==> src/pkg/asp_pkg.sv <==
// Purpose: Shared constants for the converter serial result port
// Assumes: 16-bit conversion result, 50 MHz system clock
// Notes: Clock divider figures are plain defaults; the true rates are set per design
package asp_pkg;
	localparam int RES_W = 16;
	localparam int BIT_CNT_W = 5;
	localparam logic [BIT_CNT_W-1:0] LAST_BIT = 5'h0f;
	localparam int PIN_BIT_FIVE = 5;
	localparam int PIN_BIT_SIX = 6;
	localparam int PIN_BIT_SEVEN = 7;
	localparam int HALF_AFTER_DEF = 2;
	localparam int HALF_DURING_DEF = 1;
	localparam int DIV_W = 8;
	localparam int SYNC_W = 9;
	localparam logic [RES_W-1:0] RES_RST = 16'h0000;
	// Synchroniser vector layout
	localparam int S_SERPAR = 0;
	localparam int S_CLKSRC = 1;
	localparam int S_FMT = 2;
	localparam int S_P5 = 3;
	localparam int S_P6 = 4;
	localparam int S_P7 = 5;
	localparam int S_SCLK = 6;
	localparam int S_CSN = 7;
	localparam int S_SPARE = 8;
	typedef enum logic [1:0] {ASP_IDLE, ASP_MASTER, ASP_SLAVE} asp_state_t;
endpackage : asp_pkg

==> src/pkg/asp_shift_if.sv <==
// Purpose: Link between port control and the output shift path
// Assumes: One clock domain
// Notes: Width follows the result width
`timescale 1ns/1ns
`default_nettype none
interface asp_shift_if #(parameter int W = 16);
	logic load;
	logic shift;
	logic tail;
	logic [W-1:0] data;
	logic msb;
	modport ctrl(output load, output shift, output tail, output data, input msb);
	modport sreg(input load, input shift, input tail, input data, output msb);
endinterface : asp_shift_if
`default_nettype wire

==> src/rtl/asp_shifter.sv <==
// Purpose: Output shift path, most significant bit first
// Assumes: Load and shift never in the same cycle; load wins if they are
// Notes: Tail bit enters at bit 0 so chained data trails the own result
`timescale 1ns/1ns
`default_nettype none
module asp_shifter #(parameter int W = 16) (
	input wire logic i_sys_clk,
	input wire logic i_rstn,
	asp_shift_if.sreg sh
);
	logic [W-1:0] sr_r;
	// ==========================================
	// Shift register
	always_ff @(posedge i_sys_clk) begin
		if (!i_rstn) begin
			sr_r <= '0;
		end else if (sh.load) begin
			sr_r <= sh.data;
		end else if (sh.shift) begin
			sr_r <= {sr_r[W-2:0], sh.tail};
		end
	end
	assign sh.msb = sr_r[W-1];
endmodule : asp_shifter
`default_nettype wire

==> src/rtl/asp_serial_port.sv <==
// Purpose: Result output port of the converter with serial option pins
// Assumes: Conversion start and done strobes come from the core on i_sys_clk
// Notes: External serial clock is oversampled; it must stay well below i_sys_clk/4
// ==========================================
`timescale 1ns/1ns
`default_nettype none
module asp_serial_port
	import asp_pkg::*;
#(
	parameter int HALF_AFTER = asp_pkg::HALF_AFTER_DEF,
	parameter int HALF_DURING = asp_pkg::HALF_DURING_DEF
) (
	input wire logic i_sys_clk,
	input wire logic i_rstn,
	input wire logic i_serial_parallel_select,
	input wire logic i_clock_source_select,
	input wire logic i_binary_format_select,
	input wire logic i_conv_start,
	input wire logic i_conv_done,
	input wire logic [asp_pkg::RES_W-1:0] i_conv_result,
	input wire logic i_parallel_bit_five,
	output logic o_parallel_bit_five,
	output logic o_parallel_bit_five_oe,
	input wire logic i_parallel_bit_six,
	output logic o_parallel_bit_six,
	output logic o_parallel_bit_six_oe,
	input wire logic i_parallel_bit_seven,
	output logic o_parallel_bit_seven,
	output logic o_parallel_bit_seven_oe,
	input wire logic i_serial_clock,
	output logic o_serial_clock,
	output logic o_serial_clock_oe,
	input wire logic i_chip_select_n,
	output logic o_frame_sync,
	output logic o_serial_result_out
);
	import asp_pkg::*;

	// ==========================================
	// Functions
	function automatic logic [RES_W-1:0] fmt_result(input logic [RES_W-1:0] r, input logic ob);
		fmt_result = {r[RES_W-1] ^ ~ob, r[RES_W-2:0]};
	endfunction : fmt_result

	// ==========================================
	// Pin synchronisers
	logic [SYNC_W-1:0] meta_r;
	logic [SYNC_W-1:0] sync_r;
	logic sclk_d_r;
	logic csn_d_r;
	always_ff @(posedge i_sys_clk) begin
		if (!i_rstn) begin
			meta_r <= SYNC_W'(1) << S_CSN;
			sync_r <= SYNC_W'(1) << S_CSN;
			sclk_d_r <= 1'b0;
			csn_d_r <= 1'b1;
		end else begin
			meta_r <= {1'b0, i_chip_select_n, i_serial_clock, i_parallel_bit_seven,
				i_parallel_bit_six, i_parallel_bit_five, i_binary_format_select,
				i_clock_source_select, i_serial_parallel_select};
			sync_r <= meta_r;
			sclk_d_r <= sync_r[S_SCLK];
			csn_d_r <= sync_r[S_CSN];
		end
	end

	logic ser_mode;
	logic slave_mode;
	logic sync_pol;
	logic clk_inv;
	logic rdc_sel;
	logic chain_in;
	logic ob_sel;
	assign ser_mode = sync_r[S_SERPAR];
	assign slave_mode = sync_r[S_CLKSRC];
	assign ob_sel = sync_r[S_FMT];
	assign sync_pol = sync_r[S_P5];
	assign clk_inv = sync_r[S_P6];
	assign rdc_sel = sync_r[S_P7];
	assign chain_in = sync_r[S_P7];

	// Data update edge of the external clock swaps with the invert pin
	logic ext_rise;
	logic ext_fall;
	logic upd_edge;
	logic smp_edge;
	assign ext_rise = sync_r[S_SCLK] & ~sclk_d_r;
	assign ext_fall = ~sync_r[S_SCLK] & sclk_d_r;
	assign upd_edge = clk_inv ? ext_fall : ext_rise;
	assign smp_edge = clk_inv ? ext_rise : ext_fall;
	logic csn_fall;
	assign csn_fall = ~sync_r[S_CSN] & csn_d_r;

	// ==========================================
	// Result storage
	logic [RES_W-1:0] res_r;
	always_ff @(posedge i_sys_clk) begin
		if (!i_rstn) begin
			res_r <= RES_RST;
		end else if (i_conv_done) begin
			res_r <= i_conv_result;
		end
	end

	// ==========================================
	// Read sequencing
	asp_state_t state_r;
	logic [BIT_CNT_W-1:0] bit_cnt_r;
	logic [DIV_W-1:0] div_cnt_r;
	logic [DIV_W-1:0] half_r;
	logic phase_r;
	logic chain_r;
	logic m_start;
	logic half_done;
	// Read after convert waits for done; read during convert starts with the new conversion
	assign m_start = ser_mode && !slave_mode && ((rdc_sel && i_conv_start)
		|| (!rdc_sel && i_conv_done));
	assign half_done = (div_cnt_r == half_r);

	asp_shift_if #(.W(RES_W)) sh ();
	asp_shifter #(.W(RES_W)) u_shifter (
		.i_sys_clk(i_sys_clk),
		.i_rstn(i_rstn),
		.sh(sh)
	);

	always_comb begin
		sh.load = 1'b0;
		sh.data = fmt_result(res_r, ob_sel);
		sh.tail = chain_r;
		sh.shift = 1'b0;
		if (state_r == ASP_IDLE) begin
			sh.load = m_start || (ser_mode && slave_mode && csn_fall);
			if (!rdc_sel && i_conv_done) begin
				sh.data = fmt_result(i_conv_result, ob_sel);
			end
		end else if (state_r == ASP_MASTER) begin
			sh.shift = half_done && phase_r;
		end else begin
			sh.shift = upd_edge;
		end
	end

	always_ff @(posedge i_sys_clk) begin
		if (!i_rstn) begin
			state_r <= ASP_IDLE;
		end else begin
			unique case (state_r)
				ASP_IDLE: begin
					if (m_start) begin
						state_r <= ASP_MASTER;
					end else if (ser_mode && slave_mode && csn_fall) begin
						state_r <= ASP_SLAVE;
					end
				end
				ASP_MASTER: begin
					if (half_done && phase_r && bit_cnt_r == LAST_BIT) begin
						state_r <= ASP_IDLE;
					end
				end
				ASP_SLAVE: begin
					if (sync_r[S_CSN] || !ser_mode) begin
						state_r <= ASP_IDLE;
					end
				end
			endcase
		end
	end

	// Master clock divider and bit counter
	always_ff @(posedge i_sys_clk) begin
		if (!i_rstn) begin
			div_cnt_r <= '0;
			phase_r <= 1'b0;
			bit_cnt_r <= '0;
			half_r <= DIV_W'(HALF_AFTER - 1);
		end else if (state_r == ASP_IDLE) begin
			div_cnt_r <= '0;
			phase_r <= 1'b0;
			bit_cnt_r <= '0;
			half_r <= rdc_sel ? DIV_W'(HALF_DURING - 1) : DIV_W'(HALF_AFTER - 1);
		end else if (state_r == ASP_MASTER) begin
			if (half_done) begin
				div_cnt_r <= '0;
				phase_r <= ~phase_r;
				if (phase_r) begin
					bit_cnt_r <= bit_cnt_r + 1'b1;
				end
			end else begin
				div_cnt_r <= div_cnt_r + 1'b1;
			end
		end
	end

	// Chain bit sampled on the edge opposite to the update edge
	always_ff @(posedge i_sys_clk) begin
		if (!i_rstn) begin
			chain_r <= 1'b0;
		end else if (state_r == ASP_SLAVE && smp_edge) begin
			chain_r <= chain_in;
		end
	end

	// ==========================================
	// Serial pins
	always_ff @(posedge i_sys_clk) begin
		if (!i_rstn) begin
			o_serial_clock <= 1'b0;
			o_serial_clock_oe <= 1'b0;
			o_frame_sync <= 1'b0;
		end else begin
			o_serial_clock_oe <= ser_mode && !slave_mode;
			o_serial_clock <= (state_r == ASP_MASTER && (phase_r ^ half_done)) ^ clk_inv;
			o_frame_sync <= (state_r == ASP_MASTER) ^ sync_pol;
		end
	end
	assign o_serial_result_out = sh.msb;

	// ==========================================
	// Shared data pins
	logic [RES_W-1:0] par_word;
	assign par_word = fmt_result(res_r, ob_sel);
	always_ff @(posedge i_sys_clk) begin
		if (!i_rstn) begin
			o_parallel_bit_five <= 1'b0;
			o_parallel_bit_six <= 1'b0;
			o_parallel_bit_seven <= 1'b0;
			o_parallel_bit_five_oe <= 1'b0;
			o_parallel_bit_six_oe <= 1'b0;
			o_parallel_bit_seven_oe <= 1'b0;
		end else begin
			o_parallel_bit_five <= par_word[PIN_BIT_FIVE];
			o_parallel_bit_six <= par_word[PIN_BIT_SIX];
			o_parallel_bit_seven <= par_word[PIN_BIT_SEVEN];
			o_parallel_bit_five_oe <= !ser_mode;
			o_parallel_bit_six_oe <= !ser_mode;
			o_parallel_bit_seven_oe <= !ser_mode;
		end
	end
endmodule : asp_serial_port
`default_nettype wire

==> config.mk <==
export PLATFORM = sky130hd
export DESIGN_NAME = asp_serial_port
export DESIGN_NICKNAME = d
export VERILOG_FILES = /design/src/pkg/asp_pkg.sv /design/src/pkg/asp_shift_if.sv /design/src/rtl/asp_shifter.sv /design/src/rtl/asp_serial_port.sv
export SDC_FILE = /design/constraint.sdc
export NUM_CORES = 1
export LEC_CHECK = 0
export BUFFER_PORTS_ARGS = -buffer_cell sky130_fd_sc_hd__buf_2
export CAP_MARGIN = 0
export CELL_PAD_IN_SITES_DETAIL_PLACEMENT = 1
export CELL_PAD_IN_SITES_GLOBAL_PLACEMENT = 1
export CORE_AREA = 10 10 85 105
export DETAILED_ROUTE_END_ITERATION = 12
export DIE_AREA = 0 0 95 115
export GPL_ROUTABILITY_DRIVEN = 0
export PLACE_DENSITY = 0.81
export SLEW_MARGIN = 20
export SYNTH_ARGS = -nofsm -noshare
export SYNTH_HDL_FRONTEND = slang
export SYNTH_SLANG_ARGS = --single-unit
==> constraint.sdc <==
create_clock -name i_sys_clk -period 6.1 [get_ports i_sys_clk]
set_clock_uncertainty 0.1 [all_clocks]
set_input_delay 1.22 -clock i_sys_clk [delete_from_list [all_inputs] [get_ports i_sys_clk]]
set_output_delay 1.22 -clock i_sys_clk [all_outputs]
set_load 0.005 [all_outputs]
# Yosys cells after proc, flatten, opt, wreduce, memory -nomap -nowiden
# Index checks and enable logic that the tools add are counted.
# totals
ff_bits	82
input_bits	28
elab_cells	80
# classes
add_sub_neg	2
eq_ne	7
muxes	16
bitwise_logic	14
n_reduce_logical	22
# op_table
cell	n
16-bit 2-to-1 mux	4
1-bit logical AND	10
8-bit by 1-bit adder with 8-bit output, second input constant	1
8-bit equality test	1
2-bit 2-to-1 mux	4
8-bit 2-to-1 mux	1
1-bit 2-to-1 mux	6
1-bit inverter	6
2-bit one-hot mux with 3 select lines	1
3-bit AND reduction	2
5-bit by 1-bit adder with 5-bit output, second input constant	1
5-bit by 4-bit equality test with 1-bit output, second input constant	1
1-bit XOR	5
2-bit != test, second input constant	2
1-bit AND	3
1-bit zero test	3
1-bit logical OR	3
3-bit by 2-bit != test with 1-bit output, second input constant	1
2-bit by 1-bit equality test with 1-bit output, second input constant	1
2-bit equality test, second input constant	1
2-bit zero test	1
2-bit AND reduction	1
2-bit nonzero test	1
2-bit OR reduction	1

# Longest topological paths before layout
# depth
ltp_word	7
depth_mapped	10
ltp_nobuf	8

# Modules after synthesis
# A second synthesis with hierarchy kept.
# hier_totals
hier_cells	310
hier_area_um2	3373.2
# modules_own_cells
module	n_inst	cells_each	area_each_um2	seq_area_each_um2
asp_serial_port	1	239	2521.2	1181.1
asp_shifter	1	71	852.1	320.3

# Least setup slack after synthesis
# Ideal clock, no wire load.
# synth_path
kind	input to register
startpoint	input port i_conv_done
endpoint	register u_shifter.sr_r[10]
arrival_time_ns	2.218
required_time_ns	5.883
path_slack_ns	3.665
path_stages	8
path_buffers	3
path_cell_list	buf_6 mux2i_2 o22a_1 buf_6 buf_6 nor2_1 a21oi_1 o2bb2ai_2
# synth_between
elab_chain_len	6
# synth_rtl
item	line	source
start, declared	asp_serial_port.sv:19	input wire logic i_conv_done,
1-bit logical AND (*)	asp_serial_port.sv:117, asp_serial_port.sv:134	
1-bit logical OR	asp_serial_port.sv:117	|| (!rdc_sel && i_conv_done));
1-bit logical AND	asp_serial_port.sv:116	assign m_start = ser_mode && !slave_mode && ((rdc_sel && i_conv_start)
1-bit logical OR	asp_serial_port.sv:133	sh.load = m_start || (ser_mode && slave_mode && csn_fall);
1-bit 2-to-1 mux	asp_serial_port.sv:132	if (state_r == ASP_IDLE) begin
16-bit 2-to-1 mux / 2-bit nonzero test (equally long branches)	n/a	
end signal, assigned	asp_shifter.sv:18	sr_r <= sh.data;
end signal, assigned	asp_shifter.sv:20	sr_r <= {sr_r[W-2:0], sh.tail};
end, declared	asp_shifter.sv:11	logic [W-1:0] sr_r;
# Mark *: on every way between the ends. The rest lies on a longest branch, timed or not.
# A chain may end at the register's enable or synchronous reset.

# Worst setup path after layout
# layout_path
startpoint	input port i_conv_done
endpoint	register u_shifter.sr_r[12]
# The elaborated chain is that of the path after synthesis.

==> impl_metrics.tcl <==
set metrics [dict create \
    critPathCaptureType "flip-flop" \
    ir_drop_mv 0.157 \
    numClockSinks 75 \
    start_util 0.465 \
    critPathArrivalTime_ns 3.02 \
    p_leak_nw 1.51 \
    drive_above_1_share 0.217 \
    postCtsHoldBufs 0 \
    setup_viol 0 \
    synth-main-ff-cell "dfxtp_1" \
    final-hold-violation-count 0 \
    min_from "meta_r[7]$_SDFF_PN1_" \
    cts_made_buffers 9 \
    drtIter0Drc 82 \
    syn_area_per_cell_um2 10.4 \
    grt_pass1_wl_mm 11.6 \
    r2r_slack_ns 3.65 \
    rows 34 \
    period_share 0.472 \
    routed_wl_mm 6.85 \
    r2r_start "state_r[1]$_SDFFE_PN0P_" \
    critical_path_required_ns 6.24 \
    cts_tree "built" \
    r2r_end "u_shifter.sr_r[10]$_SDFFE_PN0P_" \
    ant_nets 0 \
    synth_top_cell_by_area "dfxtp_1" \
    gr-total-overflow 0 \
    insertion_delay_ns 0.34 \
    yosys.area.top_type_share 0.468 \
    die-area_mm2 0.0109 \
    slowest_stage "o22a_1" \
    critPathKind "in -> reg" \
    min_period_ns 2.88 \
    synth_edf_count 0 \
    hold_class "reg -> reg" \
    fp.dieW_um 95 \
    grt_max_degree 28 \
    area_growth_pct 10.9 \
    h-tree-depth 3 \
    rr_worst_depth 7 \
    max_cap_violations 0 \
    num_vias 2248 \
    grtUsageTotal 0.134 \
    die_h_um 115 \
    ys_warn_count 0 \
    synth_cell_types 46 \
    endpoint "u_shifter.sr_r[12]$_SDFFE_PN0P_" \
    portBuffers 37 \
    status "completed" \
    tns_ns 0 \
    rsz0062_at_grt "false" \
    whs_ns 0.314 \
    grt_pass1_vias 2382 \
    worst_setup_path_start_kind "input pin" \
    cts_root_buf "clkbuf_8" \
    core-area_mm2 0.00689 \
    clkTransAtPathRegs_ns 0.08 \
    cts_max_path_buffers 2 \
    nets 375 \
    cts_resized 0 \
    syn-cell-area_mm2 0.00321 \
    maxSlewViolCount 0 \
    crit_start "i_conv_done" \
    wire_per_inst_um 15.7 \
    ys_seq_elements 75 \
    drcViolationCount 0 \
    n_antenna_cell 0 \
    synth_top_cells_by_count "dfxtp_1, nor2_1, mux2i_1" \
    ys_async_sr_fraction 0 \
    max_clock_freq_mhz 347 \
    synth_area_leaders "dfxtp_1, mux2i_1, nor2_1" \
    io_pins 38 \
    hpwlAfterDp_mm 4.77 \
    ys_seq_area_frac 0.468 \
    crit_fanout 27 \
    slowest_delay_ns 0.75 \
    first_pass_iters 4 \
    cp_cell_sequence "buf_2 -> mux2i_2 -> o22a_1 -> nor2_1 -> a21oi_1 -> o2bb2ai_2" \
    synthCells 309 \
    antenna_found_initial 0 \
    slew_headroom 0.416 \
    powerDensity_mw_per_mm2 289 \
    viasPerCell 5.17 \
    worst_slew_pin_slew_ns 0.876 \
    syn-num-nets 344 \
    postCtsSetupBuffers 0 \
    yosysMostFrequentCell "dfxtp_1" \
]
critical path: cells and delay by family:
kind,cells,cell delay [ns]
buf+inv,1,0.29
mux,1,0.33
simple gates,1,0.11
compound gates,3,1.04
registers in the layout, summed over array words and instances, names as in the netlist, 2 cells and up:
| signal | flops |
|---|---|
| res_r | 16 |
| u_shifter.sr_r | 16 |
| div_cnt_r | 8 |
| bit_cnt_r | 5 |
| state_r | 2 |
| meta_r | 8 |
| sync_r | 8 |
routing by layer:
layer / part of all wire / global-route usage / up-vias / wire, µm
met5: 0 / 0 / - / 0
met4: 0.032 / 0.0820 / 0 / 219
met3: 0.036 / 0.0352 / 16 / 246
met2: 0.49 / 0.222 / 37 / 3380
met1: 0.44 / 0.149 / 1075 / 3000
li1: - / - / 1120 / -
how the worst min path moves through the flow:
stage / slack [ns] / end / cells after the start
detailed placement: 0.30 / sync_r[7]$_SDFF_PN1_ / 1
global route: 0.34 / sync_r[7]$_SDFF_PN1_ / 1
finish: 0.31 / sync_r[7]$_SDFF_PN1_ / 1
floorplan: 0.29 / sync_r[7]$_SDFF_PN1_ / 1
CTS: 0.32 / sync_r[7]$_SDFF_PN1_ / 1
global placement: 0.30 / sync_r[7]$_SDFF_PN1_ / 1
stage by stage:
| step | util | instances | worst slack, ns | total power [mW] | area, µm² |
|---|---|---|---|---|---|
| 3_3_place_gp | 0.488 | 419 | 2.97 | 0.661 | 3360 |
| 3_5_place_dp | 0.488 | 419 | 2.85 | 0.668 | 3360 |
| 6_report | 0.516 | 435 | 3.22 | 1.03 | 3550 |
| 5_1_grt | 0.516 | 435 | 3.04 | 1.08 | 3550 |
| 4_1_cts | 0.516 | 435 | 3.22 | 1.04 | 3550 |
| 2_1_floorplan | - | 309 | 3.67 | 0.637 | 3210 |
layout make-up:
cell class                 count  area [µm²]
sequential                    75        1500
timing repair buffer          37         185
clock buffer                  10         128
fill                         807        3340
tap                           90         113
clock inverter                 6        65.1
inverter                       7        26.3
multi-input combinational    210        1540
cell families after synthesis:
group                    after synthesis  share of synthesized area
buffers and inverters                 24                     0.0527
XOR/XNOR                              15                     0.0410
AND/OR/NAND/NOR                      107                      0.173
multiplexers                          36                      0.115
adder cells (fa/ha/maj)                7                     0.0273
flip-flops                            75                      0.468
AO/OA/AOI/OAI                         45                      0.123
where the power goes:
group          total (mW)  internal, mW  switching, mW
Combinational       0.131        0.0549         0.0759
Clock               0.372         0.190          0.182
Sequential          0.525         0.512         0.0138
Total                1.03         0.756          0.272
cell usage in the layout, fill, tap and decap left out, types with 2 or more instances in the layout:
| master | n |
|---|---|
| dfxtp_1 | 75 |
| nor2_1 | 53 |
| buf_2 | 37 |
| mux2i_1 | 32 |
| and2_1 | 19 |
| a21oi_1 | 13 |
| nand2_1 | 10 |
| xor2_1 | 10 |
| o2bb2ai_2 | 10 |
| clkbuf_8 | 9 |
| inv_1 | 7 |
| ha_1 | 7 |
| o2bb2ai_1 | 6 |
| xnor2_1 | 5 |
| nand3_1 | 5 |
| and3_1 | 3 |
| nand4_1 | 3 |
| o21ai_0 | 3 |
| mux2_2 | 3 |
| o22ai_1 | 3 |
| a22oi_1 | 2 |
| nand2b_1 | 2 |
| clkinv_2 | 2 |
No activity file was read; power rests on OpenSTA's default activity.
